**src/verilog/pdo_defines.svh**
```systemverilog
`ifndef PDO_DEFINES_SVH
`define PDO_DEFINES_SVH
`define RX_MAP_BASE   16'h1600
`define TX_MAP_BASE   16'h1a00
`define RX_ASSIGN_IDX 16'h1c12
`define TX_ASSIGN_IDX 16'h1c13
`define MAX_ENTRIES   4'ha
`define ENT_IDX_MSB   31
`define ENT_IDX_LSB   16
`define ENT_SUB_MSB   15
`define ENT_SUB_LSB   8
`define ENT_LEN_MSB   7
`define ENT_LEN_LSB   0
`define EMCY_CODE     16'hff00
`define EMCY_BYTES    4'h8
`define OBJ_CTRLWORD  16'h6040
`define OBJ_STATWORD  16'h6041
`define OBJ_TGT_POS   16'h607a
`define OBJ_TGT_SPD   16'h60ff
`define OBJ_TGT_TRQ   16'h6071
`define OBJ_ACT_POS   16'h6064
`define OBJ_ACT_TRQ   16'h6077
`define OBJ_OP_MODE   16'h6060
`define OBJ_TP_FUNC   16'h60b8
`define FREERUN_NS    1000000
`define CLK_NS        5
`define FREERUN_CYC   (`FREERUN_NS / `CLK_NS)
`endif

```
**src/verilog/pdo_pkg.sv**
```systemverilog
package pdo_pkg;
  typedef enum logic [1:0] {
    ESM_PREOP  = 2'h0,
    ESM_SAFEOP = 2'h1,
    ESM_OP     = 2'h2
  } esm_t;
  typedef enum logic [1:0] {
    CFG_MAP   = 2'h0,
    CFG_ASSGN = 2'h1,
    CFG_SYNC  = 2'h2,
    CFG_DFLT  = 2'h3
  } cfg_kind_t;
endpackage

```
**src/verilog/pdo_link_if.sv**
```systemverilog
`timescale 1ns/1ps
// configuration, cyclic image and mailbox signals between master and drive
interface pdo_link_if;
  logic              cfg_valid;
  pdo_pkg::cfg_kind_t cfg_kind;
  logic              cfg_tx;
  logic [1:0]        cfg_map;
  logic [3:0]        cfg_sub;
  logic [31:0]       cfg_data;
  logic              cfg_ack;
  logic              cfg_err;
  logic [15:0]       attr_idx;
  logic              attr_mappable;
  pdo_pkg::esm_t     state;
  logic              cycle_valid;
  logic [255:0]      rx_image;
  logic              rx_image_valid;
  logic [511:0]      tx_image;
  logic [15:0]       tx_bits;
  logic              tx_image_valid;
  logic              mbx_valid;
  logic [7:0]        mbx_byte;
  logic              mbx_last;
  logic              mbx_ready;
  modport drive (input cfg_valid, cfg_kind, cfg_tx, cfg_map, cfg_sub, cfg_data, attr_idx,
                 state, cycle_valid, rx_image, mbx_ready,
                 output cfg_ack, cfg_err, attr_mappable, rx_image_valid, tx_image, tx_bits,
                 tx_image_valid, mbx_valid, mbx_byte, mbx_last);
  modport master (output cfg_valid, cfg_kind, cfg_tx, cfg_map, cfg_sub, cfg_data, attr_idx,
                  state, cycle_valid, rx_image, mbx_ready,
                  input cfg_ack, cfg_err, attr_mappable, rx_image_valid, tx_image, tx_bits,
                  tx_image_valid, mbx_valid, mbx_byte, mbx_last);
endinterface // pdo_link_if

```
**src/verilog/pdo_drive.sv**
```systemverilog
`timescale 1ns/1ps
`include "pdo_defines.svh"
// drive end: mapping tables, image packing, sync select, emergency sender
module pdo_drive #(
  parameter int FREERUN_CYCLES = `FREERUN_CYC
) (
  input  wire logic        clk_sys,
  input  wire logic        nrst,
  pdo_link_if.drive        lnk,
  input  wire logic        sync0_pin,
  input  wire logic        alarm,
  input  wire logic [15:0] alarm_code,
  input  wire logic [7:0]  err_reg,
  input  wire logic [15:0] obj_sel_val,
  output logic [15:0]      obj_sel_idx,
  output logic             proc_tick,
  output logic             dc_mode,
  output logic [255:0]     rx_data,
  output logic             rx_data_valid
);
  // ------------------------------------------------------------
  // mapping tables
  // ------------------------------------------------------------
  logic [31:0] rx_ent_q [4][10];
  logic [31:0] tx_ent_q [4][10];
  logic [3:0]  rx_cnt_q [4];
  logic [3:0]  tx_cnt_q [4];
  logic [3:0]  rx_asg_q, tx_asg_q;    // bit per mapping carried by the channel
  logic        dc_q;
  logic        ack_q, err_q, attr_q;

  // object may appear in a mapping
  function automatic logic mappable(input logic [15:0] idx);
    mappable = (idx[15:12] == 4'h6) || (idx[15:8] == 8'h26);
  endfunction

  // default set builder
  function automatic logic [31:0] ent(input logic [15:0] idx, input logic [7:0] bits);
    ent = {idx, 8'h00, bits};
  endfunction

  always_ff @(posedge clk_sys) begin
    ack_q  <= 1'b0;
    err_q  <= 1'b0;
    attr_q <= mappable(lnk.attr_idx);
    if (!nrst) begin
      rx_asg_q <= 4'h1;
      tx_asg_q <= 4'h1;
      dc_q     <= 1'b0;
      for (int m = 0; m < 4; m++) begin
        rx_cnt_q[m] <= 4'h0;
        tx_cnt_q[m] <= 4'h0;
        for (int e = 0; e < 10; e++) begin
          rx_ent_q[m][e] <= 32'h0;
          tx_ent_q[m][e] <= 32'h0;
        end
      end
    end else if (lnk.cfg_valid) begin
      ack_q <= 1'b1;
      case (lnk.cfg_kind)
        pdo_pkg::CFG_MAP: begin
          if (lnk.cfg_sub == 4'h0) begin
            if (lnk.cfg_data[3:0] > `MAX_ENTRIES || lnk.cfg_data[31:4] != 28'h0)
              err_q <= 1'b1;
            else if (lnk.cfg_tx) tx_cnt_q[lnk.cfg_map] <= lnk.cfg_data[3:0];
            else rx_cnt_q[lnk.cfg_map] <= lnk.cfg_data[3:0];
          end else if (lnk.cfg_sub > `MAX_ENTRIES ||
                       !mappable(lnk.cfg_data[`ENT_IDX_MSB:`ENT_IDX_LSB])) begin
            err_q <= 1'b1;
          end else if (lnk.cfg_tx) begin
            tx_ent_q[lnk.cfg_map][lnk.cfg_sub - 4'h1] <= lnk.cfg_data;
          end else begin
            rx_ent_q[lnk.cfg_map][lnk.cfg_sub - 4'h1] <= lnk.cfg_data;
          end
        end
        pdo_pkg::CFG_ASSGN: begin
          if (lnk.cfg_tx) tx_asg_q <= lnk.cfg_data[3:0];
          else rx_asg_q <= lnk.cfg_data[3:0];
        end
        pdo_pkg::CFG_SYNC: dc_q <= lnk.cfg_data[0];
        default: begin
          // default sets load mapping 0 of both directions
          rx_asg_q <= 4'h1;
          tx_asg_q <= 4'h1;
          rx_ent_q[0][0] <= ent(`OBJ_CTRLWORD, 8'h10);
          tx_ent_q[0][0] <= ent(`OBJ_STATWORD, 8'h10);
          tx_ent_q[0][1] <= ent(`OBJ_ACT_POS, 8'h20);
          tx_cnt_q[0]    <= 4'h2;
          rx_cnt_q[0]    <= 4'h2;
          case (lnk.cfg_data[1:0])
            2'h0: begin
              rx_ent_q[0][1] <= ent(`OBJ_TGT_TRQ, 8'h10);
              rx_ent_q[0][2] <= ent(`OBJ_TGT_POS, 8'h20);
              rx_ent_q[0][3] <= ent(`OBJ_OP_MODE, 8'h08);
              rx_ent_q[0][4] <= ent(`OBJ_TP_FUNC, 8'h10);
              rx_cnt_q[0]    <= 4'h5;
              tx_ent_q[0][1] <= ent(`OBJ_ACT_TRQ, 8'h10);
              tx_ent_q[0][2] <= ent(`OBJ_ACT_POS, 8'h20);
              tx_cnt_q[0]    <= 4'h3;
            end
            2'h1: rx_ent_q[0][1] <= ent(`OBJ_TGT_POS, 8'h20);
            2'h2: rx_ent_q[0][1] <= ent(`OBJ_TGT_SPD, 8'h20);
            default: rx_ent_q[0][1] <= ent(`OBJ_TGT_TRQ, 8'h10);
          endcase
        end
      endcase
    end
  end

  assign lnk.cfg_ack       = ack_q;
  assign lnk.cfg_err       = err_q;
  assign lnk.attr_mappable = attr_q;

  // ------------------------------------------------------------
  // sync0 input and processing tick
  // ------------------------------------------------------------
  logic [2:0]  s0_q;
  logic        s0_lvl_q;
  logic [31:0] fr_cnt_q;
  logic        tick_q;
  always_ff @(posedge clk_sys) begin
    if (!nrst) begin
      s0_q     <= 3'h0;
      s0_lvl_q <= 1'b0;
    end else begin
      s0_q <= {s0_q[1:0], sync0_pin};
      if (s0_q[1] == s0_q[2]) s0_lvl_q <= s0_q[2];
    end
  end

  // free-run timer or sync0 edge starts a cycle
  always_ff @(posedge clk_sys) begin
    if (!nrst) begin
      fr_cnt_q <= 32'h0;
      tick_q   <= 1'b0;
    end else if (dc_q) begin
      fr_cnt_q <= 32'h0;
      tick_q   <= (s0_q[1] == s0_q[2]) && s0_q[2] && !s0_lvl_q;
    end else begin
      tick_q   <= (fr_cnt_q == 32'(FREERUN_CYCLES - 1));
      fr_cnt_q <= (fr_cnt_q == 32'(FREERUN_CYCLES - 1)) ? 32'h0 : fr_cnt_q + 32'h1;
    end
  end
  assign proc_tick = tick_q;
  assign dc_mode   = dc_q;

  // ------------------------------------------------------------
  // tx image packing, one entry per clock in ascending order
  // ------------------------------------------------------------
  logic [1:0]   pm_q;
  logic [3:0]   pe_q;
  logic         busy_q;
  logic [511:0] img_q;
  logic [15:0]  bits_q;
  logic         txv_q;
  logic [31:0]  cur;
  logic         pm_last;
  always_comb begin
    cur     = tx_ent_q[pm_q][pe_q];
    pm_last = (tx_asg_q >> (pm_q + 2'h1)) == 4'h0 || pm_q == 2'h3;
  end
  assign obj_sel_idx = cur[`ENT_IDX_MSB:`ENT_IDX_LSB];

  always_ff @(posedge clk_sys) begin
    txv_q <= 1'b0;
    if (!nrst) begin
      pm_q <= 2'h0; pe_q <= 4'h0; busy_q <= 1'b0;
      img_q <= 512'h0; bits_q <= 16'h0;
    end else if (!busy_q) begin
      if (tick_q && lnk.state != pdo_pkg::ESM_PREOP) begin
        busy_q <= 1'b1; pm_q <= 2'h0; pe_q <= 4'h0;
        img_q  <= 512'h0; bits_q <= 16'h0;
      end
    end else begin
      if (tx_asg_q[pm_q] && pe_q < tx_cnt_q[pm_q]) begin
        // lsb-first append at the running bit offset
        img_q  <= img_q | ((512'(obj_sel_val) & ((512'h1 << cur[`ENT_LEN_MSB:`ENT_LEN_LSB])
                  - 512'h1)) << bits_q);
        bits_q <= bits_q + 16'(cur[`ENT_LEN_MSB:`ENT_LEN_LSB]);
        pe_q   <= pe_q + 4'h1;
      end else if (pm_last) begin
        busy_q <= 1'b0;
        txv_q  <= 1'b1;
      end else begin
        pm_q <= pm_q + 2'h1;  // next mapping index in the channel, assigned or not
        pe_q <= 4'h0;
      end
    end
  end
  assign lnk.tx_image       = img_q;
  assign lnk.tx_bits        = bits_q;
  assign lnk.tx_image_valid = txv_q;

  // ------------------------------------------------------------
  // rx image accepted only in operational
  // ------------------------------------------------------------
  logic [255:0] rxd_q;
  logic         rxv_q;
  always_ff @(posedge clk_sys) begin
    if (!nrst) begin
      rxd_q <= 256'h0;
      rxv_q <= 1'b0;
    end else begin
      rxv_q <= lnk.cycle_valid && lnk.state == pdo_pkg::ESM_OP;
      if (lnk.cycle_valid && lnk.state == pdo_pkg::ESM_OP) rxd_q <= lnk.rx_image;
    end
  end
  assign rx_data            = rxd_q;
  assign rx_data_valid      = rxv_q;
  assign lnk.rx_image_valid = rxv_q;

  // ------------------------------------------------------------
  // emergency message over mailbox
  // ------------------------------------------------------------
  logic        al_q, pend_q, snd_q;
  logic [3:0]  bi_q;
  logic [63:0] msg_q;
  always_ff @(posedge clk_sys) begin
    if (!nrst) begin
      al_q <= 1'b0; pend_q <= 1'b0; snd_q <= 1'b0;
      bi_q <= 4'h0; msg_q <= 64'h0;
    end else begin
      al_q <= alarm;
      if (alarm && !al_q) begin
        pend_q <= 1'b1;
        // byte 0 first: code lsb, code msb, err reg, 0, alarm lsb, msb, 0, 0
        msg_q  <= {16'h0000, alarm_code, 8'h00, err_reg, `EMCY_CODE};
      end
      if (!snd_q && pend_q) begin
        snd_q <= 1'b1; bi_q <= 4'h0; pend_q <= alarm && !al_q;
      end else if (snd_q && lnk.mbx_ready) begin
        bi_q <= bi_q + 4'h1;
        if (bi_q == `EMCY_BYTES - 4'h1) snd_q <= 1'b0;
      end
    end
  end
  assign lnk.mbx_valid = snd_q;
  assign lnk.mbx_byte  = msg_q[8*bi_q[2:0] +: 8];
  assign lnk.mbx_last  = snd_q && bi_q == `EMCY_BYTES - 4'h1;
endmodule // pdo_drive

```
**src/flat_wrapper.sv**
```systemverilog
// flat-port wrapper written by rule: the top's interface ports become plain ports
module pdo_drive_flat 
#(
  parameter int FREERUN_CYCLES = `FREERUN_CYC
)
  (clk_sys, nrst, sync0_pin, alarm, alarm_code, err_reg, obj_sel_val, obj_sel_idx, proc_tick, dc_mode, rx_data, rx_data_valid, lnk_cfg_valid, lnk_cfg_kind, lnk_cfg_tx, lnk_cfg_map, lnk_cfg_sub, lnk_cfg_data, lnk_attr_idx, lnk_state, lnk_cycle_valid, lnk_rx_image, lnk_mbx_ready, lnk_cfg_ack, lnk_cfg_err, lnk_attr_mappable, lnk_rx_image_valid, lnk_tx_image, lnk_tx_bits, lnk_tx_image_valid, lnk_mbx_valid, lnk_mbx_byte, lnk_mbx_last);
  pdo_link_if lnk_i ();
  input  wire logic clk_sys;
  input  wire logic nrst;
  input  wire logic sync0_pin;
  input  wire logic alarm;
  input  wire logic [15:0] alarm_code;
  input  wire logic [7:0] err_reg;
  input  wire logic [15:0] obj_sel_val;
  output logic [15:0] obj_sel_idx;
  output logic proc_tick;
  output logic dc_mode;
  output logic [255:0] rx_data;
  output logic rx_data_valid;
  input wire logic [$bits(lnk_i.cfg_valid)-1:0] lnk_cfg_valid;
  input wire logic [$bits(lnk_i.cfg_kind)-1:0] lnk_cfg_kind;
  input wire logic [$bits(lnk_i.cfg_tx)-1:0] lnk_cfg_tx;
  input wire logic [$bits(lnk_i.cfg_map)-1:0] lnk_cfg_map;
  input wire logic [$bits(lnk_i.cfg_sub)-1:0] lnk_cfg_sub;
  input wire logic [$bits(lnk_i.cfg_data)-1:0] lnk_cfg_data;
  input wire logic [$bits(lnk_i.attr_idx)-1:0] lnk_attr_idx;
  input wire logic [$bits(lnk_i.state)-1:0] lnk_state;
  input wire logic [$bits(lnk_i.cycle_valid)-1:0] lnk_cycle_valid;
  input wire logic [$bits(lnk_i.rx_image)-1:0] lnk_rx_image;
  input wire logic [$bits(lnk_i.mbx_ready)-1:0] lnk_mbx_ready;
  output wire logic [$bits(lnk_i.cfg_ack)-1:0] lnk_cfg_ack;
  output wire logic [$bits(lnk_i.cfg_err)-1:0] lnk_cfg_err;
  output wire logic [$bits(lnk_i.attr_mappable)-1:0] lnk_attr_mappable;
  output wire logic [$bits(lnk_i.rx_image_valid)-1:0] lnk_rx_image_valid;
  output wire logic [$bits(lnk_i.tx_image)-1:0] lnk_tx_image;
  output wire logic [$bits(lnk_i.tx_bits)-1:0] lnk_tx_bits;
  output wire logic [$bits(lnk_i.tx_image_valid)-1:0] lnk_tx_image_valid;
  output wire logic [$bits(lnk_i.mbx_valid)-1:0] lnk_mbx_valid;
  output wire logic [$bits(lnk_i.mbx_byte)-1:0] lnk_mbx_byte;
  output wire logic [$bits(lnk_i.mbx_last)-1:0] lnk_mbx_last;
  assign lnk_i.cfg_valid = lnk_cfg_valid;
  assign lnk_i.cfg_kind = lnk_cfg_kind;
  assign lnk_i.cfg_tx = lnk_cfg_tx;
  assign lnk_i.cfg_map = lnk_cfg_map;
  assign lnk_i.cfg_sub = lnk_cfg_sub;
  assign lnk_i.cfg_data = lnk_cfg_data;
  assign lnk_i.attr_idx = lnk_attr_idx;
  assign lnk_i.state = lnk_state;
  assign lnk_i.cycle_valid = lnk_cycle_valid;
  assign lnk_i.rx_image = lnk_rx_image;
  assign lnk_i.mbx_ready = lnk_mbx_ready;
  assign lnk_cfg_ack = lnk_i.cfg_ack;
  assign lnk_cfg_err = lnk_i.cfg_err;
  assign lnk_attr_mappable = lnk_i.attr_mappable;
  assign lnk_rx_image_valid = lnk_i.rx_image_valid;
  assign lnk_tx_image = lnk_i.tx_image;
  assign lnk_tx_bits = lnk_i.tx_bits;
  assign lnk_tx_image_valid = lnk_i.tx_image_valid;
  assign lnk_mbx_valid = lnk_i.mbx_valid;
  assign lnk_mbx_byte = lnk_i.mbx_byte;
  assign lnk_mbx_last = lnk_i.mbx_last;
  pdo_drive #(.FREERUN_CYCLES(FREERUN_CYCLES)) u_core (.clk_sys(clk_sys), .nrst(nrst), .lnk(lnk_i), .sync0_pin(sync0_pin), .alarm(alarm), .alarm_code(alarm_code), .err_reg(err_reg), .obj_sel_val(obj_sel_val), .obj_sel_idx(obj_sel_idx), .proc_tick(proc_tick), .dc_mode(dc_mode), .rx_data(rx_data), .rx_data_valid(rx_data_valid));
endmodule
```
**config.mk**
```make
export PLATFORM = sky130hd
export DESIGN_NAME = pdo_drive_flat
export DESIGN_NICKNAME = d
export VERILOG_FILES = /design/src/verilog/pdo_pkg.sv /design/src/verilog/pdo_link_if.sv /design/src/verilog/pdo_drive.sv /design/src/flat_wrapper.sv
export VERILOG_INCLUDE_DIRS = /design/src /design/src/verilog
export SDC_FILE = /design/constraint.sdc
export NUM_CORES = 2
export LEC_CHECK = 0
export BUFFER_PORTS_ARGS = -buffer_cell sky130_fd_sc_hd__buf_4
export CELL_PAD_IN_SITES_DETAIL_PLACEMENT = 1
export CELL_PAD_IN_SITES_GLOBAL_PLACEMENT = 1
export CORE_AREA = 3 3 455 457
export DETAILED_ROUTE_END_ITERATION = 7
export DIE_AREA = 0 0 458 460
export PLACE_DENSITY_LB_ADDON = 0.3
export SYNTH_ARGS = -nofsm -noshare
export SYNTH_HDL_FRONTEND = slang
export SYNTH_SLANG_ARGS = --single-unit
```
**constraint.sdc**
```tcl
create_clock -name clk_sys -period 7.7 [get_ports clk_sys]
set_clock_uncertainty 0.05 [all_clocks]
set_input_delay 0 -clock clk_sys [delete_from_list [all_inputs] [get_ports clk_sys]]
set_output_delay 0 -clock clk_sys [all_outputs]
set_load 0.01 [all_outputs]
```
## After elaboration in Yosys (flattened, before gate mapping)

Memories as Yosys holds them, arrays and structs flattened. A register that Yosys moved wholly into a read port is not among the register bits.
Cells that the tools add are included.

- Bits in registers: 877
- Bits in writable memories: 1,296
- Input bits: 362
- Logic and storage cells: 191
- Memories: 2

Memories:

| memory | words | width | read ports | clocked after memory_dff | wr ports | RTL line | text |
|---|---|---|---|---|---|---|---|
| u_core.tx_ent_q | 4 | 320 | 1 | 1 | 4 | pdo_drive.sv:25 | `logic [31:0] tx_ent_q [4][10];` |
| u_core.tx_cnt_q | 4 | 4 | 1 | 1 | 4 | pdo_drive.sv:27 | `logic [3:0] tx_cnt_q [4];` |

- Add/sub/neg operators: 7
- $lt $le $gt $ge: 7
- Equal/unequal tests: 16
- Shift-type cells: 4
- Multiplexer cells: 77
- Bitwise gates (word level): 13
- Reductions and logical operators: 43

Operators by type and width:

| cell | count |
|---|---|
| $mux 512 | 3 |
| $mux 320 | 3 |
| $and 16x512->512 | 1 |
| $or 512x512->512 | 1 |
| $shl 1x8->512 const A | 1 |
| $shl 512x16->512 | 1 |
| $sub 512x1->512 const B | 1 |
| $reduce_or 320->1 | 1 |
| $mux 32 | 7 |
| $bmux 32 s4 | 1 |
| $demux 32 s4 | 1 |
| $shiftx 64x7->8 | 1 |
| $mux 16 | 3 |
| $mux 1 | 39 |
| $add 32x1->32 const B | 1 |
| $eq 32x18->1 const B | 1 |
| $mux 4 | 8 |
| $reduce_bool 28->1 | 1 |
| $mux 2 | 10 |
| $add 16x8->16 | 1 |
| $eq 8x6->1 const B | 2 |
| $eq 4x3->1 const B | 3 |
| $ge 5x5->1 const B | 2 |
| $logic_and 1x1->1 | 10 |
| 28 further kinds | 64 |

## Logic depth before layout (Yosys ltp)

- Word-level depth: 12
- Mapped depth: 25

## Worst setup path before layout

Ideal clock, no wire load.

- Path kind: flip-flop to flip-flop
- From: register (tool-made name)
- To: register u_core.img_q[379] (netlist: u_core.lnk.tx_image[379])
- Data arrival time: 5.987 ns
- Setup slack: 1.604 ns
- Stages on the path, launching flop included: 23
- Period minus slack after synthesis: 6.096 ns
- Cell sequence: dfxtp_1 buf_6 buf_6 buf_6 buf_6 clkbuf_1 buf_1 clkbuf_1 buf_1 mux4_2 inv_1 ha_1 a21boi_1 o21a_1 o21a_1 or4_1 clkbuf_1 nor2_1 nand2_1 nor2_1 nand2_1 o21ai_0 a31o_2

RTL lines:

| what | RTL line | text |
|---|---|---|
| end signal: assignment | pdo_drive.sv:177 | `` img_q <= img_q \| ((512'(obj_sel_val) & ((512'h1 << cur[`ENT_LEN_MSB:`ENT_LEN_LSB]) `` |
| end: declaration | pdo_drive.sv:153 | `logic [511:0] img_q;` |

==> out/metrics.sh <==
UTILIZATION_PCT=50.4
DETAILROUTE.VIA_COUNT=66200
SETUP_TOTAL_NEGATIVE_SLACK_NS=0
SYNTH_MUX_AREA_SHARE_PCT=8.96
RATIO_OF_TOTAL_POWER_TO_CELL_AREA_nW_PER_UM2=217
HOLD_BUFS_AT_CTS=772
TIMING.HOLD.WORST_PATH_DEPTH=4
SETUP.REG_TO_REG.WORST_SLACK_NS=0.35
GLOBALPLACE.CONGESTION=0.935
VIA_PER_INST=5.79
FMAXACHIEVABLE_GHz=0.136
AREA_SHARE_OF_FA_HA_MAJ_CELLS_AFTER_SYNTHESIS_PCT=0.305
DETAIL_ROUTE.DRC_VIOLATIONS=0
MOSTFREQUENTLAYOUTCELLS='sky130_fd_sc_hd__buf_4 (1365), sky130_fd_sc_hd__nor2_1 (1026), sky130_fd_sc_hd__nand2_1 (1020)'
ASYNC_RESET_FF_SHARE_PCT=0
NUM-FILL-CELLS=21700
DRT-INITIAL-DRC-COUNT=7501
R2R_END='u_core.lnk.tx_image[95]'
DIE_W_UM=458
GRT_PASS1_WL_UM=504000
FLOW.AREA_GROWTH_FROM_SYNTHESIS_PCT=34.6
FIRST_GLOBAL_VIAS=67800
MULTI_INPUT_COMB_AREA_UM2=27400
SYNTH-MAIN-FF-CELL='sky130_fd_sc_hd__edfxtp_1'
DRIVE_ABOVE_1_SHARE_PCT=23.5
SYNTH_XOR_AREA_SHARE_PCT=0.585
SYNTH_SEQ_AREA_SHARE_PCT=61.2
PLACEABLECOREAREA_UM2=204000
YOSYSWARNINGS=0
RELATIVE_MAX_TRANSITION_MARGIN_PCT=8.92
POWER_LEAKAGE_nW=39.2
ROUTE.FINAL.WIRE_LENGTH_UM=359000
YOSYSUNIQUECELLTYPES=104
CTS_TREE='yes'
CRIT_CHAIN='buf_12, mux4_2, a22o_1, a211o_1, a21oi_1, nand2_1, or3_4, ha_1, inv_1, xnor2_1, a221oi_2, nor4_1, o221ai_1, o21a_1, mux2_2, o21ai_0'
POST_CTS_SETUP_BUFFER_COUNT=0
PERIOD_NEEDED_NS=7.35
END_POINT_OF_THE_MOST_CRITICAL_HOLD_PATH='u_core.rx_data[12]'
SEQ_AREA_UM2=46800
PLACEMENT.IO_BUFFERS=1171
POST_SYNTH.CELL_AREA_AVG_UM2=11.5
TIMING.MAX_CAP.VIOLATIONS=0
YS_SEQ_ELEMENTS=1848
CLKLATENCYLATEPIN_NS=0.85
POST_SYNTH_AND_OR_NAND_NOR_AREA_FRACTION_PCT=12.7
POST-DP-HPWL_UM=237000
ROOT_BUFFER='sky130_fd_sc_hd__clkbuf_16'
CRITICAL_PATH_CLASS='register to register'
CRITICAL_PATH_MAX_STAGE_DELAY_NS=0.96
CTS.CLK_SLEW.WORST_PATHS_NS=0.06
MOST_COMMON_CELL_AFTER_LAYOUT_FILL_AND_TAPS_ASIDE='sky130_fd_sc_hd__buf_4'
FLOORPLAN.DIE_AREA_UM2=211000
CHIPHEIGHT_UM=460
WORST-SLEW-PIN-TRANSITION_NS=1.36
GROUTE.USAGE.OVERALL_PCT=32.9
PIN_COUNT_OF_THE_BIGGEST_NET_ENTERING_GLOBAL_ROUTING=222
POST_CTS_RESIZE_COUNT=0
ROUTEDWLPERCELL_UM=31.4
CELLS_TAKING_THE_MOST_AREA_AFTER_SYNTHESIS='sky130_fd_sc_hd__edfxtp_1 (38%), sky130_fd_sc_hd__dfxtp_1 (23%), sky130_fd_sc_hd__mux4_2 (7.6%), sky130_fd_sc_hd__nand2_1 (5.1%), sky130_fd_sc_hd__nor2_1 (5.0%)'
CLOCK_SINK_COUNT=1848
WORST-ENDPOINT-ARRIVAL_NS=7.99
GRT_ANTENNA_BEFORE_REPAIR=61
PEAKVDDDROP_uV=238
GRT_SETUP_UNREPAIRED='false'
CP_DATA_REQUIRED_TIME_NS=8.34
TIMING.CRITICAL_PATH.TO_TYPE='register'
FINAL_MIN_PERIOD_OVER_CLOCK_PERIOD_PCT=95.5
MIN-DELAY-START='lnk_rx_image[12]'
START_UTIL_PCT=37.4
FINAL_HOLD_VIOL_COUNT=0
GRT.OVERFLOW.TOTAL=0
SYN_INST=6668
ROUTE.ANTENNA.REMAINING_NETS=0
CTS_HTREE_LEVELS=4
CTS-BUFFERS-INSERTED=198
RUN_STATUS='finished, final reports clean'
DRT_PRE_ANTENNA_ITERS=7
WORST-R2R-CELL-COUNT=16
WORST_HOLD_PATH_TYPE='primary input to register'
CLOCK_TREE.BUFFER_DEPTH=3
YOSYSTOPAREACELL='sky130_fd_sc_hd__edfxtp_1'
PLACEMENTROWS=166
CPMAXSTAGEDELAYCELL='sky130_fd_sc_hd__mux2_2'
CRIT_PATH_MAX_FANOUT=32
TIMING_MAX_TRANSITION_VIOLATIONS_FINAL=0
SYNTH_TOP_CELL_AREA_SHARE_PCT=38.4
SETUP.WORST_PATH.START_CLASS='register'
TOP_LEVEL_PORTS=1180
FIN_NETS=8902
SYNTH_TOP_FAMILY_BY_AREA='compound AO/OA/AOI/OAI gates'
SYNTH.CELL_AREA_UM2=76400
SYNTH_COMPOUND_AREA_SHARE_PCT=12.7
SYNTH_ENABLE_FLOP_CELLS=976
REPORT.FINAL.SETUP_VIOL=0
==> worst max-delay path: cells and delay by family, from the launching register on <==
family	cells	cell delay, ns
buffers and inverters	2	0.43
flip-flops	1	0.78
AO/OA/AOI/OAI	7	3.05
AND/OR/NAND/NOR	3	0.81
adder cells (fa/ha/maj)	1	0.35
XOR/XNOR	1	0.10
multiplexers	2	1.49
==> flip-flops by register name, summed over array words and instances (netlist names), 2 cells and up, named ones only <==
| signal | count |
|---|---|
| u_core.tx_ent_q | 960 |
| u_core.tx_asg_q | 4 |
| u_core.lnk.tx_image | 512 |
| u_core.fr_cnt_q | 32 |
| u_core.lnk.tx_bits | 16 |
| u_core.msg_q | 25 |
| u_core.pe_q | 4 |
| u_core.rx_data | 256 |
| u_core.s0_q | 3 |
| u_core.tx_cnt_q | 16 |
| u_core.pm_q | 2 |
| u_core.bi_q | 4 |
==> layout make-up <==
class	instances	share of cell area, %
timing repair buffer	2147	17.7
antenna	45	0.110
tap	2688	3.27
clock buffer	285	5.48
sequential	1848	45.5
clock inverter	84	0.930
multi-input combinational	4231	26.7
inverter	96	0.351
==> where the power goes <==
| part | switching [mW] | total, mW | internal [mW] | leakage (nW) |
|---|---|---|---|---|
| logic | 1.02 | 1.71 | 0.690 | 19.6 |
| registers | 0.133 | 10.8 | 10.7 | 16.3 |
| clock network | 4.23 | 9.78 | 5.55 | 3.21 |
==> how the worst max path moves through the flow <==
stage,start,to,slack [ns],cells past startpoint
after floorplan,register,u_core.lnk.tx_image[379],1.60,22
after global placement,register,u_core.lnk.tx_image[95],0.62,16
after detailed placement,register,u_core.lnk.tx_image[383],0.56,16
after CTS,register,u_core.lnk.tx_image[383],0.52,16
after global routing,register,u_core.lnk.tx_image[447],0.10,16
final,register,u_core.lnk.tx_image[95],0.35,16
==> logic make-up after synthesis <==
| family | Yosys count |
|---|---|
| muxes | 361 |
| other | 1 |
| xor gates and xnor gates | 51 |
| adders and majority gates | 18 |
| and+or+nand+nor | 2381 |
| buffers and inverters | 668 |
| DFF | 1848 |
| AOI/OAI and AO/OA | 1340 |
==> Yosys cell counts, types with 28 or more instances <==
| cell type | count |
|---|---|
| sky130_fd_sc_hd__nand3_1 | 67 |
| sky130_fd_sc_hd__a221o_1 | 32 |
| sky130_fd_sc_hd__and2_1 | 30 |
| sky130_fd_sc_hd__buf_1 | 56 |
| sky130_fd_sc_hd__a21boi_0 | 289 |
| sky130_fd_sc_hd__a32oi_1 | 43 |
| sky130_fd_sc_hd__a22o_1 | 113 |
| sky130_fd_sc_hd__nand2_1 | 1029 |
| sky130_fd_sc_hd__inv_1 | 89 |
| sky130_fd_sc_hd__a22oi_1 | 156 |
| sky130_fd_sc_hd__and3_1 | 28 |
| sky130_fd_sc_hd__a21oi_1 | 68 |
| sky130_fd_sc_hd__mux2i_1 | 86 |
| sky130_fd_sc_hd__o31ai_1 | 33 |
| sky130_fd_sc_hd__o221ai_1 | 67 |
| sky130_fd_sc_hd__nor2_1 | 1027 |
| sky130_fd_sc_hd__mux4_2 | 256 |
| sky130_fd_sc_hd__nor3_1 | 53 |
| sky130_fd_sc_hd__clkbuf_1 | 469 |
| sky130_fd_sc_hd__buf_2 | 30 |
| sky130_fd_sc_hd__edfxtp_1 | 976 |
| sky130_fd_sc_hd__o21ai_0 | 242 |
| sky130_fd_sc_hd__dfxtp_1 | 872 |
| sky130_fd_sc_hd__o21ai_1 | 90 |
| sky130_fd_sc_hd__xor2_1 | 29 |
==> stage by stage <==
stage	area [µm²]	hold slack, ns	power (mW)	worst slack, ns	cells
2_1_floorplan	76700	0.0267	11.6	1.60	6747
3_3_place_gp	88400	0.126	12.3	0.619	10200
3_5_place_dp	88400	0.119	12.4	0.559	10200
4_1_cts	103000	0.000609	22.3	0.520	11400
5_1_grt	103000	0.0379	22.9	0.105	11400
6_report	103000	0.0400	22.3	0.349	11400
==> per-layer routing <==
layer  GRT usage, %  wire (µm)  up-vias
li1               -          -    27800
met1           40.1     134000    33800
met2           51.9     166000     3564
met3           8.41      32500     1061
met4           21.2      26500       22
met5              0        133        -
No activity file was read; power rests on OpenSTA's default activity.
